## src/rtl/ism_map.svh

```systemverilog
`ifndef ISM_MAP_SVH
`define ISM_MAP_SVH

// register indices, byte address is four times the index
`define ISM_IDX_EMASK      8'h27
`define ISM_IDX_OVR        8'h28
`define ISM_IDX_STAT       8'h29
// own registers, byte addresses
`define ISM_ADDR_CNT_BASE  10'h000
`define ISM_ADDR_IST       10'h020
`define ISM_ADDR_IMASK     10'h024

// event classes, same positions as error_count_mask bits
`define ISM_EV_DATA        0
`define ISM_EV_CLKLOS      1
`define ISM_EV_DETECT      2
`define ISM_EV_FIFO        3
`define ISM_EV_CLOCK       4
`define ISM_EV_NUM         5

// signal_loss_override fields
`define ISM_OVR_HIGH       0
`define ISM_OVR_LOW        1
// signal_loss_status clock flag position
`define ISM_STAT_CLK       5

// reset values
`define ISM_RST_EMASK      5'h00
`define ISM_RST_OVR        2'h0
`define ISM_RST_IMASK      5'h00

// timing
`define ISM_CLK_PERIOD_NS  4
`define ISM_CLK_ABSENT_NS  256
`define ISM_DATA_ABSENT_NS 1024
`define ISM_CLK_ABSENT_CYC \
    ((`ISM_CLK_ABSENT_NS + `ISM_CLK_PERIOD_NS - 1) / `ISM_CLK_PERIOD_NS)
`define ISM_DATA_ABSENT_CYC \
    ((`ISM_DATA_ABSENT_NS + `ISM_CLK_PERIOD_NS - 1) / `ISM_CLK_PERIOD_NS)

`endif

```

## src/rtl/ism_pkg.sv

```systemverilog
package ism_pkg;

    // captured ahb address phase
    typedef struct packed {
        logic       valid;
        logic       write;
        logic [9:0] addr;
    } addr_phase_t;

    // register selected by an address
    typedef enum logic [2:0] {
        SEL_NONE,
        SEL_EMASK,
        SEL_OVR,
        SEL_STAT,
        SEL_IST,
        SEL_IMASK,
        SEL_CNT
    } reg_sel_t;

endpackage : ism_pkg

```

## src/rtl/input_signal_loss_monitor.sv

```systemverilog
// Functional notes
// - count fifo, signal-loss and clock error events
// - mask bit 4 stops clock error counting
// - mask bit 3 stops fifo error counting
// - mask bit 2 stops clock-detect error counting
// - mask bit 1 stops clock-loss error counting
// - mask bit 0 stops data-loss counting
// - override bit 1 forces indicator low
// - override bit 0 forces high, wins
// - status bit 5 high when clock absent
// - status bits 4:0 high per absent lane
// - status read-only, six bits, resets zero
`timescale 1ns/1ns
`default_nettype none
`include "ism_map.svh"

module input_signal_loss_monitor #(
    parameter int LANES           = 5,
    parameter int COUNT_W         = 8,
    parameter int CLK_ABSENT_CYC  = `ISM_CLK_ABSENT_CYC,
    parameter int DATA_ABSENT_CYC = `ISM_DATA_ABSENT_CYC
) (
    input  wire logic             clock,
    input  wire logic             rstn,
    // ahb-lite slave
    input  wire logic             hsel,
    input  wire logic [31:0]      haddr,
    input  wire logic [1:0]       htrans,
    input  wire logic             hwrite,
    input  wire logic [2:0]       hsize,
    input  wire logic [31:0]      hwdata,
    input  wire logic             hready,
    output logic                  hreadyout,
    output logic [31:0]           hrdata,
    output logic                  hresp,
    // link side
    input  wire logic             input_clock_pair,
    input  wire logic [LANES-1:0] data_lanes,
    // same-clock error pulses from the datapath
    input  wire logic             fifo_error,
    input  wire logic             pll_clock_error,
    input  wire logic             clock_detect_error,
    // status outputs
    output logic                  signal_missing_indicator,
    output logic                  irq
);

    localparam int NIN = LANES + 1;
    localparam int NEV = `ISM_EV_NUM;
    localparam int TW  = 16;
    // counter window base, only its upper bits are compared
    localparam logic [9:0] CNT_BASE = `ISM_ADDR_CNT_BASE;

    // address decode, used for both write and read
    function automatic ism_pkg::reg_sel_t decode(input logic [9:0] a);
        ism_pkg::reg_sel_t s;
        s = ism_pkg::SEL_NONE;
        if (a == {`ISM_IDX_EMASK, 2'b00}) begin
            s = ism_pkg::SEL_EMASK;
        end else if (a == {`ISM_IDX_OVR, 2'b00}) begin
            s = ism_pkg::SEL_OVR;
        end else if (a == {`ISM_IDX_STAT, 2'b00}) begin
            s = ism_pkg::SEL_STAT;
        end else if (a == `ISM_ADDR_IST) begin
            s = ism_pkg::SEL_IST;
        end else if (a == `ISM_ADDR_IMASK) begin
            s = ism_pkg::SEL_IMASK;
        end else if (a[9:5] == CNT_BASE[9:5] && a[1:0] == 2'b00
                     && int'(a[4:2]) < NEV) begin
            s = ism_pkg::SEL_CNT;
        end
        return s;
    endfunction : decode

    // ---------------------------------------------------------------
    // link input synchroniser, top bit is the clock pair
    logic [NIN-1:0] meta_q;
    logic [NIN-1:0] sync_q;
    logic [NIN-1:0] prev_q;
    wire  [NIN-1:0] raw_in = {input_clock_pair, data_lanes};
    wire  [NIN-1:0] toggle = sync_q ^ prev_q;

    // two flops, then an edge history flop
    always_ff @(posedge clock or negedge rstn) begin
        if (!rstn) begin
            meta_q <= '0;
            sync_q <= '0;
            prev_q <= '0;
        end else begin
            meta_q <= raw_in;
            sync_q <= meta_q;
            prev_q <= sync_q;
        end
    end

    // ---------------------------------------------------------------
    // absence timers, one per input
    wire  [NIN-1:0] absent_q;
    logic [NIN-1:0] absent_prev_q;

    generate
        for (genvar i = 0; i < NIN; i++) begin : g_timer
            localparam int LIM = (i == LANES) ? CLK_ABSENT_CYC : DATA_ABSENT_CYC;
            localparam logic [TW-1:0] LIM_C = TW'(LIM - 1);
            logic [TW-1:0] cnt_q;
            logic          gone_q;
            wire           expired = (cnt_q == LIM_C);

            // each timer owns its flag, the vector only collects them
            assign absent_q[i] = gone_q;

            always_ff @(posedge clock or negedge rstn) begin
                if (!rstn) begin
                    cnt_q  <= '0;
                    gone_q <= 1'b0;
                end else if (toggle[i]) begin
                    cnt_q  <= '0;
                    gone_q <= 1'b0;
                end else if (expired) begin
                    gone_q <= 1'b1;
                end else begin
                    cnt_q <= cnt_q + TW'(1);
                end
            end
        end
    endgenerate

    // history for onset of absence
    always_ff @(posedge clock or negedge rstn) begin
        if (!rstn) begin
            absent_prev_q <= '0;
        end else begin
            absent_prev_q <= absent_q;
        end
    end

    // ---------------------------------------------------------------
    // software registers
    logic [NEV-1:0] emask_q;
    logic [1:0]     ovr_q;
    logic [NEV-1:0] ist_q;
    logic [NEV-1:0] imask_q;

    wire force_high = ovr_q[`ISM_OVR_HIGH];
    wire force_low  = ovr_q[`ISM_OVR_LOW];

    wire [NIN-1:0] status_view = force_high ? {NIN{1'b1}} :
                                 force_low  ? {NIN{1'b0}} : absent_q;

    // indicator from a flop
    always_ff @(posedge clock or negedge rstn) begin
        if (!rstn) begin
            signal_missing_indicator <= 1'b0;
        end else begin
            signal_missing_indicator <= |status_view;
        end
    end

    // ---------------------------------------------------------------
    // event sources and masking
    wire [NIN-1:0] absent_rise = absent_q & ~absent_prev_q;
    logic [NEV-1:0] events;

    always_comb begin
        events                 = '0;
        events[`ISM_EV_DATA]   = |absent_rise[LANES-1:0];
        events[`ISM_EV_CLKLOS] = absent_rise[LANES];
        events[`ISM_EV_DETECT] = clock_detect_error;
        events[`ISM_EV_FIFO]   = fifo_error;
        events[`ISM_EV_CLOCK]  = pll_clock_error;
    end

    wire [NEV-1:0] counted = events & ~emask_q;

    // ---------------------------------------------------------------
    // ahb-lite address and data phase
    ism_pkg::addr_phase_t ap_q;
    logic                 rd_done_q;
    logic [31:0]          hrdata_q;

    wire take = hsel & htrans[1] & hready;
    wire wr   = ap_q.valid & ap_q.write;
    wire rd   = ap_q.valid & ~ap_q.write;
    wire ism_pkg::reg_sel_t wsel = decode(ap_q.addr);
    wire [2:0] cidx = ap_q.addr[4:2];

    // reads wait one cycle so a preceding write is seen
    assign hreadyout = ~(rd & ~rd_done_q);
    assign hrdata    = hrdata_q;
    assign hresp     = 1'b0;

    // address phase capture
    always_ff @(posedge clock or negedge rstn) begin
        if (!rstn) begin
            ap_q <= '0;
        end else if (hready) begin
            ap_q.valid <= take;
            ap_q.write <= hwrite;
            ap_q.addr  <= haddr[9:0];
        end
    end

    // read wait tracking
    always_ff @(posedge clock or negedge rstn) begin
        if (!rstn) begin
            rd_done_q <= 1'b0;
        end else if (hready) begin
            rd_done_q <= 1'b0;
        end else if (rd) begin
            rd_done_q <= 1'b1;
        end
    end

    wire wr_emask = wr & (wsel == ism_pkg::SEL_EMASK);
    wire wr_ovr   = wr & (wsel == ism_pkg::SEL_OVR);
    wire wr_ist   = wr & (wsel == ism_pkg::SEL_IST);
    wire wr_imask = wr & (wsel == ism_pkg::SEL_IMASK);
    wire wr_cnt   = wr & (wsel == ism_pkg::SEL_CNT);

    // control registers
    always_ff @(posedge clock or negedge rstn) begin
        if (!rstn) begin
            emask_q <= `ISM_RST_EMASK;
            ovr_q   <= `ISM_RST_OVR;
            imask_q <= `ISM_RST_IMASK;
        end else begin
            if (wr_emask) emask_q <= hwdata[NEV-1:0];
            if (wr_ovr)   ovr_q   <= hwdata[1:0];
            if (wr_imask) imask_q <= hwdata[NEV-1:0];
        end
    end

    // sticky status, write one clears, a new event wins
    wire [NEV-1:0] ist_clr = wr_ist ? hwdata[NEV-1:0] : '0;
    always_ff @(posedge clock or negedge rstn) begin
        if (!rstn) begin
            ist_q <= '0;
        end else begin
            ist_q <= (ist_q & ~ist_clr) | counted;
        end
    end

    assign irq = |(ist_q & imask_q);

    // ---------------------------------------------------------------
    // event counters, saturating, a write of any value to a counter clears it, or loads 1 if its event is counted in that cycle
    wire [COUNT_W-1:0] cnt_q [NEV];

    generate
        for (genvar k = 0; k < NEV; k++) begin : g_count
            logic [COUNT_W-1:0] val_q;
            wire                clr = wr_cnt & (int'(cidx) == k);
            wire                sat = &val_q;

            // one process per counter, the array is only a view
            assign cnt_q[k] = val_q;

            always_ff @(posedge clock or negedge rstn) begin
                if (!rstn) begin
                    val_q <= '0;
                end else if (clr) begin
                    val_q <= {{(COUNT_W-1){1'b0}}, counted[k]};
                end else if (counted[k] && !sat) begin
                    val_q <= val_q + COUNT_W'(1);
                end
            end
        end
    endgenerate

    // ---------------------------------------------------------------
    // read mux
    logic [31:0] rmux;

    always_comb begin
        rmux = '0;
        unique case (wsel)
            ism_pkg::SEL_EMASK: rmux[NEV-1:0] = emask_q;
            ism_pkg::SEL_OVR:   rmux[1:0]     = ovr_q;
            ism_pkg::SEL_STAT:  rmux[NIN-1:0] = status_view;
            ism_pkg::SEL_IST:   rmux[NEV-1:0] = ist_q;
            ism_pkg::SEL_IMASK: rmux[NEV-1:0] = imask_q;
            ism_pkg::SEL_CNT:   rmux[COUNT_W-1:0] = cnt_q[cidx];
            ism_pkg::SEL_NONE:  rmux = '0;
        endcase
    end

    always_ff @(posedge clock or negedge rstn) begin
        if (!rstn) begin
            hrdata_q <= '0;
        end else if (rd && !rd_done_q) begin
            hrdata_q <= rmux;
        end
    end

endmodule : input_signal_loss_monitor
`default_nettype wire

```

## config.mk

```make
export PLATFORM = sky130hd
export DESIGN_NAME = input_signal_loss_monitor
export DESIGN_NICKNAME = d
export VERILOG_FILES = /design/src/rtl/ism_pkg.sv /design/src/rtl/input_signal_loss_monitor.sv
export VERILOG_INCLUDE_DIRS = /design/src /design/src/rtl
export SDC_FILE = /design/constraint.sdc
export NUM_CORES = 1
export LEC_CHECK = 0
export BUFFER_PORTS_ARGS = -buffer_cell sky130_fd_sc_hd__buf_2
export CAP_MARGIN = 15
export CORE_ASPECT_RATIO = 0.75
export CORE_UTILIZATION = 55
export DETAILED_ROUTE_END_ITERATION = 8
export PLACE_DENSITY = 0.86
export SLEW_MARGIN = 40
export SYNTH_ARGS = -nofsm -noshare
export SYNTH_HDL_FRONTEND = slang
export SYNTH_SLANG_ARGS = --single-unit
```

## constraint.sdc

```tcl
create_clock -name clock -period 3.1 [get_ports clock]
set_clock_uncertainty 0.2 [all_clocks]
set_input_delay 0 -clock clock [delete_from_list [all_inputs] [get_ports clock]]
set_output_delay 0 -clock clock [all_outputs]
set_load 0.02 [all_outputs]
```

Word-level counts from Yosys, hierarchy flattened

Index checks and enable logic that the tools add are counted.

Add/sub/neg operators: 11
Magnitude comparators: 2
Equality and inequality tests: 27
Multiplexer cells: 52
Bitwise gates (word level): 28
Reductions and logical operators: 38

Operators by type and width:

| cell                  | number |
|---|---|
| $mux 16               | 12 |
| $add 16x1->16 const B | 6 |
| $mux 8                | 12 |
| $eq 16x8->1 const B   | 5 |
| $add 8x1->8 const B   | 5 |
| $reduce_and 8->1      | 5 |
| $eq 10x8->1 const B   | 3 |
| $bmux 8 s3            | 1 |
| $reduce_bool 2->1     | 12 |
| $eq 10x6->1 const B   | 2 |
| $eq 3x3->1 const B    | 6 |
| $mux 3                | 6 |
| $eq 16x6->1 const B   | 1 |
| $and 1x1->1           | 15 |
| $and 5x5->5           | 3 |
| $pmux 3 s5            | 1 |
| $mux 1                | 14 |
| $pmux 2 s7            | 1 |
| $mux 6                | 2 |
| $ne 2x2->1 const B    | 6 |
| $not 5->5             | 2 |
| $reduce_or 5->1       | 2 |
| $eq 3x2->1 const B    | 3 |
| $logic_and 1x1->1     | 8 |
| other kinds (17)      | 25 |

Flip-flop bits (word level): 205
Bits of input ports: 83
Output and inout port bits: 36
Logic and storage cells: 189

Longest topological paths before layout

Gate-level depths: netlist (run 1).

Word-level depth: 15
Mapped depth: 7
Depth with buffers taken out: 6

Least setup slack after synthesis (run 1)

Ideal clock, no wire load.

Path type: register -> register
Start: reg g_timer[0].cnt_q[10]
End: reg g_timer[0].cnt_q[0]
Setup time: 132 ps
Data arrival time: 1929 ps
Required time: 2768 ps
Path slack: 840 ps
Stages on the path, launching flop included: 7
Path buffers: 1
Clock period less this slack: 2260 ps
Cell sequence: dfrtp_1 -> or4_1 -> or4_4 -> or3_1 -> buf_2 -> xnor2_1 -> nor2_1

Longest elaborated chain between the ends: 2

RTL lines:

| item                        | line                             | source |
|---|---|---|
| start: declaration          | input_signal_loss_monitor.sv:105 | `logic [TW-1:0] cnt_q;` |
| start signal: assignment    | input_signal_loss_monitor.sv:122 | `cnt_q <= cnt_q + TW'(1);` |
| $eq 16x8->1                 | input_signal_loss_monitor.sv:107 | `wire expired = (cnt_q == LIM_C);` |
| $ne 2x2->1 (no source line) | -                                |  |

Every way passes these cells.
A chain may end at the register's enable or synchronous reset.

Worst setup path after layout (run 1)

Start: reg ap_q[8] (netlist name)
End: reg g_count[3].val_q[0]

Longest elaborated chain between the ends: 13
Elaborated cells between the ends (all ways): 19
Those cells by class: eq/ne: 6; mux: 7; bitwise: 2; reduce/logical: 4

RTL lines:

| item                                        | line                             | source |
|---|---|---|
| start: declaration                          | input_signal_loss_monitor.sv:177 | `ism_pkg::addr_phase_t ap_q;` |
| $logic_not 5->1                             | input_signal_loss_monitor.sv:68  | `end else if (a[9:5] == CNT_BASE[9:5] && a[1:0] == 2'b00` |
| $logic_and 1x1->1                           | input_signal_loss_monitor.sv:68  |  |
| $logic_and 1x1->1                           | input_signal_loss_monitor.sv:69  | `&& int'(a[4:2]) < NEV) begin` |
| $mux 3                                      | input_signal_loss_monitor.sv:68  |  |
| $mux 3                                      | input_signal_loss_monitor.sv:66  | `` end else if (a == `ISM_ADDR_IMASK) begin `` |
| $mux 3                                      | input_signal_loss_monitor.sv:64  | `` end else if (a == `ISM_ADDR_IST) begin `` |
| $mux 3                                      | input_signal_loss_monitor.sv:62  | `` end else if (a == {`ISM_IDX_STAT, 2'b00}) begin `` |
| $mux 3                                      | input_signal_loss_monitor.sv:60  | `` end else if (a == {`ISM_IDX_OVR, 2'b00}) begin `` |
| $mux 3 (*)                                  | input_signal_loss_monitor.sv:58  | `` if (a == {`ISM_IDX_EMASK, 2'b00}) begin `` |
| $eq 3x3->1 (*)                              | input_signal_loss_monitor.sv:218 | `wire wr_cnt = wr & (wsel == ism_pkg::SEL_CNT);` |
| $and 1x1->1 (*)                             | input_signal_loss_monitor.sv:218 |  |
| $and 1x1->1 (*)                             | input_signal_loss_monitor.sv:252 | `wire clr = wr_cnt & (int'(cidx) == k);` |
| $mux 8 or $reduce_bool 2->1 (tied branches) | -                                |  |
| end signal: assignment                      | input_signal_loss_monitor.sv:262 | `val_q <= {{(COUNT_W-1){1'b0}}, counted[k]};` |
| end signal: assignment                      | input_signal_loss_monitor.sv:264 | `val_q <= val_q + COUNT_W'(1);` |
| end: declaration                            | input_signal_loss_monitor.sv:251 | `logic [COUNT_W-1:0] val_q;` |

Mark *: on every way between the ends. The rest lies on a longest branch, timed or not.

==> results.toml, run 1 <==
[cells_and_area]
nNetsFinal = 1206
drive_gt1_share_pct = 11.0
area_delta_synth_final_pct = 16.5
multi_input_area_um2 = 4710
n_fill_cell = 1289
fin_util_pct = 66.2
final_area_um2 = 11800
regArea_um2 = 5130

[logic_synthesis]
synth_common_cells = "dfrtp_1 (205), nor2_1 (132), nand2_1 (72)"
async_reset_ff_share_pct = 100
synth_top_cell_area_share_pct = 50.7
netlist_area_um2 = 10100
postSynthCellCount = 1011
synth-seq-cells = 205
synth_area_leaders = "dfrtp_1 (51%), xor2_1 (5.1%), nor2_1 (4.9%)"
yosysWarningCount = 0
syn_area_per_cell_um2 = 10.0
synth_most_common_cell = "dfrtp_1"
synth_sequential_area_ratio_pct = 50.7
synth.distinct_cells = 63
synth_top_area_cell = "dfrtp_1"
ys.flop_type = "dfrtp_1"
synth_edf_count = 0

[clock_tree]
htree_levels = 1
path_clk_slew_ns = 0.06
cts-root-buf = "clkbuf_16"
cts_buffer_depth = 3
cts-resized-gates = 0
tritoncts = "yes"
numCtsBuffers = 21
postCtsHoldBufs = 53
clock_latency_ns = 0.50
post_cts_buffers = 0
cts_sinks = 205

[placement]
postPlaceCellArea_um2 = 10600
place_ws_ns = 0.595
routabilityCongestion = 0.903
dpl.hpwl_um = 14700
io_buffers = 40

[sta]
setup_viol = 0
hold_viol = 0
drv_slew = 0
period_share_pct = 84.8
tightest_slew_ns = 0.698
rsz0062_at_grt = "no"
fin_crit_ns = 2.63
slew_headroom_pct = 52.9
holdWs_ns = 0.122
finalSetupTns_ns = 0
fmax_mhz = 381
setup_slack_ns = 0.473

[critical_path]
crit_start = "ap_q[8]$_DFFE_PN0P_"
cp_max_fo = 9
regToRegEndpoint = "g_count[3].val_q[0]$_DFFE_PN0P_"
endpoint_kind = "flop"
critical_path_class = "flop to flop"
required_ns = 3.30
rr_startpoint = "ap_q[8]$_DFFE_PN0P_"
cp.arrival_ns = 2.83
start_kind = "flop"
rr_worst_depth = 5
regToRegSetupSlack_ns = 0.47

[detailed_routing]
vias = 8110
drt_first_pass_iters = 5
drt_iter0_drc = 978
ant_nets = 0
drt_wl_total_um = 23600
drc = 0
wl_per_cell_um = 17.2
avgViaCountPerCell = 5.92

[worst_hold_path]
hp-class = "input port to flop"
min_to = "emask_q[2]$_DFFE_PN0P_"
min_from = "hwdata[2]"
holdPathStages = 3

[floorplan]
boundaryPins = 119
initial_core_util_pct = 56.8
core-area_um2 = 17800
die_w_um = 159
die_h_um = 120
rows = 42
die_area_um2 = 19000

[global_routing]
grt_pass1_wl_um = 38600
track_usage_pct = 25.5
grt_max_degree = 74
grtUsageMet3_pct = 6.18
gr-max-usage-layer = "met2"
antenna_found_initial = 1
globalRouteMet1Util_pct = 35.8
grt_overflow = 0
grt_pass1_vias = 7700
use_met2_pct = 39.8

[job]
maxCapViolCount = 0

[power]
max-vdd-ir-drop_mv = 0.477
powerDensity_nw_per_um2 = 549
leakage_nw = 5.24

[status]
status = "completed"
==> cell families after synthesis <==
logic type | Yosys count | synth area share [%]
AO/OA/AOI/OAI | 166 | 10.8
XOR/XNOR | 86 | 7.44
adder cells (fa/ha/maj) | 11 | 1.36
buffers and inverters | 77 | 3.81
flip-flops | 205 | 50.7
multiplexers | 39 | 4.58
other | 1 | 0.0370
AND/OR/NAND/NOR | 426 | 21.4
==> placed cells by master, fill, tap and decap left out, drive strengths merged, types with 24 or more instances in the layout <==
| cell | netlist | routed |
|---|---|---|
| clkbuf | 25 | 28 |
| nand3 | 38 | 38 |
| a21oi | 48 | 48 |
| nand4 | 32 | 32 |
| nor3 | 28 | 28 |
| conb | 1 | 25 |
| dfrtp | 205 | 205 |
| and3 | 28 | 28 |
| nor2 | 132 | 132 |
| o21ai | 32 | 32 |
| buf | 28 | 54 |
| xnor2 | 27 | 27 |
| dlygate4sd3 | 0 | 52 |
| inv | 23 | 24 |
| xor2 | 59 | 59 |
| nand2 | 72 | 72 |
==> how the worst max path moves through the flow <==
stage	endpoint	slack, ns
after detailed placement	g_count[3].val_q[0]$_DFFE_PN0P_	0.60
after global routing	g_count[3].val_q[0]$_DFFE_PN0P_	0.24
after global placement	g_count[3].val_q[0]$_DFFE_PN0P_	0.68
after floorplan	g_timer[0].cnt_q[0]$_DFFE_PN0P_	0.84
final	g_count[3].val_q[0]$_DFFE_PN0P_	0.47
after CTS	g_count[1].val_q[0]$_DFFE_PN0P_	0.59
==> registers in the layout (all words and copies together) (netlist names), 2 cells and up <==
register / cells
hrdata: 8
absent_prev_q: 6
ist_q: 5
emask_q: 5
g_count.val_q: 40
prev_q: 6
sync_q: 6
ap_q: 12
g_timer.cnt_q: 96
imask_q: 5
g_timer.gone_q: 6
meta_q: 6
ovr_q: 2
==> metrics by stage <==
step,power [mW],cells
global placement,3.82,1278
detailed placement,3.86,1278
floorplan,3.61,1035
finish,6.47,1369
CTS,6.47,1368
global route,6.73,1369
==> critical path: stages (launching register included) <==
cell      delay (ns)
dfrtp_1         0.46
nor4_1          0.50
nand4_1         0.43
nor2_1          0.59
nor3_1          0.11
a211oi_1        0.24
==> area by class of cell <==
class / count / share of cell area [%]
diodes: 1 / 0.0212
clock buffers: 27 / 4.90
clock inverters: 10 / 0.902
inverters: 24 / 0.764
multi-input cells: 753 / 39.9
flip-flops and latches: 205 / 43.5
well taps: 242 / 2.57
repair buffers: 107 / 7.42
==> layer usage <==
layer  vias up  wire (µm)
met5         -          0
met4         0        517
met3        55       1760
met2       351      10800
met1      3935      10500
li1       3769          -
==> power by group <==
part / internal, mW / total (mW) / switching [mW]
registers: 2.87 / 3.13 / 0.265
clock network: 1.49 / 2.54 / 1.06
logic: 0.346 / 0.796 / 0.450
(Power assumes the default switching activity.)
==> inputs of run 2 (changes only) <==
--- a/config.mk
+++ b/config.mk
@@ -9,7 +9,7 @@
 export BUFFER_PORTS_ARGS = -buffer_cell sky130_fd_sc_hd__buf_2
 export CAP_MARGIN = 15
 export CORE_ASPECT_RATIO = 0.75
-export CORE_UTILIZATION = 55
+export CORE_UTILIZATION = 53
 export DETAILED_ROUTE_END_ITERATION = 8
 export PLACE_DENSITY = 0.86
 export SLEW_MARGIN = 40
==> constraint.sdc (replaced) <==
create_clock -name clock -period 2.17 [get_ports clock]
set_clock_uncertainty 0.2 [all_clocks]
set_input_delay 0 -clock clock [delete_from_list [all_inputs] [get_ports clock]]
set_output_delay 0 -clock clock [all_outputs]
set_load 0.02 [all_outputs]
==> results.toml, run 2 (same netlist as run 1, synthesis figures left out) <==
[sta]
rsz0062_at_grt = "yes"
slew_headroom_pct = 57.4
fin_crit_ns = 2.26
setup_slack_ns = -0.0883
period_share_pct = 104
finalSetupTns_ns = -0.343
setup_viol = 6
drv_slew = 0
hold_viol = 0
tightest_slew_ns = 0.636
fmax_mhz = 443

[critical_path]
critical_path_class = "flop to flop"
start_kind = "flop"
crit_start = "g_timer[0].cnt_q[13]$_DFFE_PN0P_"
crit_end = "g_timer[0].cnt_q[0]$_DFFE_PN0P_"
rr_worst_depth = 5
regToRegEndpoint = "g_timer[0].cnt_q[0]$_DFFE_PN0P_"
cp_max_fo = 5
endpoint_kind = "flop"
cp.arrival_ns = 2.43
regToRegSetupSlack_ns = -0.09
required_ns = 2.34
rr_startpoint = "g_timer[0].cnt_q[13]$_DFFE_PN0P_"

[global_routing]
grt_max_degree = 65
grt_overflow = 0
track_usage_pct = 24.4
grt_pass1_vias = 8024
antenna_found_initial = 0
grt_pass1_wl_um = 38700

[floorplan]
die_h_um = 122
boundaryPins = 119
rows = 43
die_area_um2 = 19700
initial_core_util_pct = 54.4
core-area_um2 = 18600
die_w_um = 162

[detailed_routing]
vias = 8229
drc = 0
ant_nets = 0
drt_iter0_drc = 839
drt_wl_total_um = 23800
drt_first_pass_iters = 5
avgViaCountPerCell = 5.84
wl_per_cell_um = 16.9

[clock_tree]
clock_latency_ns = 0.50
cts_buffer_depth = 3
cts-root-buf = "clkbuf_16"
tritoncts = "yes"
path_clk_slew_ns = 0.06
numCtsBuffers = 21
htree_levels = 1
cts_sinks = 205

[power]
powerDensity_nw_per_um2 = 765
leakage_nw = 5.44
max-vdd-ir-drop_mv = 0.661

[status]
status = "finished with violations"
violations = "negative setup slack"

[cells_and_area]
area_delta_synth_final_pct = 20.2
diodes = 0
regMostFlops = "g_timer.cnt_q"
largest_reg_flops = 96
fin_util_pct = 65.4
mostFrequentLayoutCells = "dfrtp_1 (204), nor2_1 (131), nand2_1 (70), xor2_1 (59), dlygate4sd3_1 (52)"
reg_top3 = "g_timer.cnt_q: 96 flops, g_count.val_q: 40 flops, ap_q: 12 flops"
mostFrequentLayoutCell = "dfrtp_1"
drive_gt1_share_pct = 15.1
nNetsFinal = 1243

[worst_hold_path]
hp-class = "input port to flop"
holdPathStages = 3

[placement]
dpl.hpwl_um = 15300
io_buffers = 40
routabilityCongestion = 0.903

[job]
maxCapViolCount = 0
==> run 2: changes by cell type in the layout (fill, tap and decap cells not counted), sizes merged <==
cell / change
diode: -1
clkbuf: +1
clkinv: -2
buf: +37
==> run 2: through the flow <==
stage | hold WS, ns | instances | power, mW | area [µm²] | setup WS [ns]
2_1_floorplan | -0.496 | 1035 | 5.15 | 10200 | -0.0904
3_3_place_gp | -0.166 | 1318 | 5.51 | 10800 | -0.0986
3_5_place_dp | -0.170 | 1318 | 5.57 | 10800 | -0.135
4_1_cts | 0.121 | 1408 | 9.31 | 12100 | -0.0663
5_1_grt | 0.126 | 1409 | 9.69 | 12200 | -0.152
6_report | 0.132 | 1409 | 9.31 | 12200 | -0.0883
==> run 2: worst min path at each step <==
stage	to	slack, ns	startpoint
global route	emask_q[2]$_DFFE_PN0P_	0.13	hwdata[2]
detailed placement	ap_q[10]$_DFFE_PN0P_	-0.17	rstn
finish	emask_q[2]$_DFFE_PN0P_	0.13	hwdata[2]
floorplan	absent_prev_q[0]$_DFF_PN0_	-0.50	rstn
global placement	signal_missing_indicator$_DFF_PN0_	-0.17	rstn
CTS	emask_q[2]$_DFFE_PN0P_	0.12	hwdata[2]
==> run 2: routing by layer <==
layer  up-vias  wire length [µm]  track usage [%]
met1      4047             10400             33.2
met5         -                 0                0
met2       292             11400             40.7
li1       3845                 -                -
met4         0               399             5.13
met3        45              1650             4.70
==> run 2: final cells by class <==
class / count / area (µm²)
fill: 1407 / 6440
tap: 247 / 309
clock buffer: 28 / 592
inverter: 24 / 90.1
timing repair buffer: 144 / 1150
sequential: 205 / 5130
clock inverter: 8 / 100
multi-input combinational: 753 / 4800
==> run 2: where the power goes <==
part	internal (mW)	switching [mW]
Sequential	4.10	0.359
Clock	2.16	1.48
Combinational	0.535	0.686
Total	6.79	2.53
==> run 2: worst max-delay path, cell delays in order (launching register included) <==
cell	delay, ns
dfrtp_1	0.38
or4_1	0.51
or4_4	0.44
or3_4	0.39
xnor2_2	0.17
nor2_1	0.05
==> run 2: timing repair <==
item	CTS	global route
hold buffers	52	0
pin swaps	6	4
setup endpoints to repair	15	37
hold endpoints to repair	255	0
gates resized for setup	5	17
buffers inserted	2	1
==> inputs of run 3 (changes only) <==
--- a/config.mk
+++ b/config.mk
@@ -6,9 +6,11 @@
 export SDC_FILE = /design/constraint.sdc
 export NUM_CORES = 1
 export LEC_CHECK = 0
+export ABC_CLOCK_PERIOD_IN_PS = 2170
 export BUFFER_PORTS_ARGS = -buffer_cell sky130_fd_sc_hd__buf_2
 export CAP_MARGIN = 15
 export CORE_ASPECT_RATIO = 0.75
+export CORE_MARGIN = 2
 export CORE_UTILIZATION = 53
 export DETAILED_ROUTE_END_ITERATION = 8
 export PLACE_DENSITY = 0.86
==> results.toml, run 3 (same netlist as run 1, synthesis figures left out) <==
[sta]
tightest_slew_ns = 0.616
fmax_mhz = 444
finalSetupTns_ns = -0.245
setup_viol = 5
drv_slew = 0
hold_viol = 0
holdWs_ns = 0.134
rsz0062_at_grt = "yes"
period_share_pct = 104
slew_headroom_pct = 58.8
fin_crit_ns = 2.25
setup_slack_ns = -0.0816

[clock_tree]
path_clk_slew_ns = 0.07
numCtsBuffers = 20
cts_sinks = 205
htree_levels = 1
clock_latency_ns = 0.49
cts-root-buf = "clkbuf_16"
tritoncts = "yes"
cts_buffer_depth = 3

[cells_and_area]
n_fill_cell = 1421
final_area_um2 = 12200
largest_reg_flops = 96
mostFrequentLayoutCell = "dfrtp_1"
fin_util_pct = 65.4
reg_top3 = "g_timer.cnt_q: 96 flops, g_count.val_q: 40 flops, ap_q: 12 flops"
area_delta_synth_final_pct = 20.3
nNetsFinal = 1243
mostFrequentLayoutCells = "dfrtp_1 (203), nor2_1 (132), nand2_1 (71), xor2_1 (59), dlygate4sd3_1 (52)"
fin_cells = 1408
drive_gt1_share_pct = 14.7
regMostFlops = "g_timer.cnt_q"

[critical_path]
cp_max_fo = 5
crit_path_cell_trace = "or4_1 > or4_4 > or3_4 > xnor2_2 > nor2_1"
start_kind = "flop"
critical_path_class = "flop to flop"
cp.arrival_ns = 2.40
slowest_stage = "or4_1"
endpoint_kind = "flop"
cpPeakStageDelay_ns = 0.52
required_ns = 2.32
crit_buf_inv = 0
crit_family = "simple AND/OR/NAND/NOR gates"

[worst_hold_path]
hp-class = "input port to flop"

[global_routing]
grt_pass1_vias = 8090
grt_max_degree = 61
track_usage_pct = 24.1
grt_overflow = 0
grt_pass1_wl_um = 39600
antenna_found_initial = 2

[placement]
place_ws_ns = -0.120
io_buffers = 40
routabilityCongestion = 0.900
dp.cells = 1318
dpl.hpwl_um = 15600
postPlaceCellArea_um2 = 10800

[floorplan]
rows = 43
die_h_um = 124
boundaryPins = 119
initial_core_util_pct = 54.4
core-area_um2 = 18600
die_w_um = 164
die_area_um2 = 20200

[detailed_routing]
drt_first_pass_iters = 5
avgViaCountPerCell = 5.88
drc = 0
wl_per_cell_um = 17.0
drt_iter0_drc = 983
vias = 8279
drt_wl_total_um = 23900
ant_nets = 0

[status]
status = "finished with violations"
violations = "negative setup slack"

[power]
leakage_nw = 5.45
powerDensity_nw_per_um2 = 763
power.total_mw = 9.29
max-vdd-ir-drop_mv = 0.653

[job]
maxCapViolCount = 0
## run 3: cell count changes in the layout (fill, tap and decap cells not counted), moves of 2 or more
cell,change
or4_4,+3
o31ai_1,+2
clkinv_2,-2
or4_1,-3
diode_2,+2
o31ai_2,-2
## run 3: final timing paths
path                                             startpoint                          endpoint  slack, ns  cells after the start
max                        g_timer[0].cnt_q[13]$_DFFE_PN0P_   g_timer[0].cnt_q[0]$_DFFE_PN0P_      -0.08                      5
min                                               hwdata[4]            imask_q[4]$_DFFE_PN0P_       0.13                      3
max reg2reg                g_timer[0].cnt_q[13]$_DFFE_PN0P_   g_timer[0].cnt_q[0]$_DFFE_PN0P_      -0.08                      5
max in group asynchronous                              rstn   g_count[1].val_q[3]$_DFFE_PN0P_       0.68                      4
min reg2reg                             meta_q[4]$_DFF_PN0_               sync_q[4]$_DFF_PN0_       0.15                      0
min in group asynchronous                              rstn  g_timer[4].cnt_q[12]$_DFFE_PN0P_       0.37                      3
## run 3: layout make-up
class                      count  area (µm²)  share of cell area [%]
tap                          247         309                    2.54
clock inverter                 4        95.1                   0.781
timing repair buffer         145        1180                    9.65
clock buffer                  28         582                    4.78
inverter                      24        90.1                   0.739
multi-input combinational    753        4790                    39.3
sequential                   205        5130                    42.1
antenna                        2        5.00                  0.0411
## run 3: what timing repair did
item                                    in CTS  in global routing
setup buffers                                2                  2
pin swaps                                    4                  3
resized for setup                            6                 18
hold endpoints to repair                   257                  0
endpoints found under the setup margin      12                 40
hold buffers                                52                  0
## run 3: tightest hold or removal path, delay by kind of cell
| kind | cells | cell delay [ns] |
|---|---|---|
| mux | 1 | 0.15 |
| buf+inv | 2 | 0.65 |
## run 3: where the power goes
group	switching [mW]	total [mW]	leakage, nW	internal (mW)
logic	0.655	1.18	2.43	0.528
registers	0.375	4.47	2.69	4.10
clock network	1.43	3.64	0.331	2.21
total	2.46	9.29	5.45	6.84
## run 3: per-layer routing
layer | track usage (%) | vias up | share of wire, %
met5 | 0 | - | 0
met4 | 7.35 | 0 | 2.6
met3 | 3.73 | 58 | 6.7
met2 | 40.0 | 320 | 47
met1 | 33.2 | 4051 | 43
li1 | - | 3850 | -
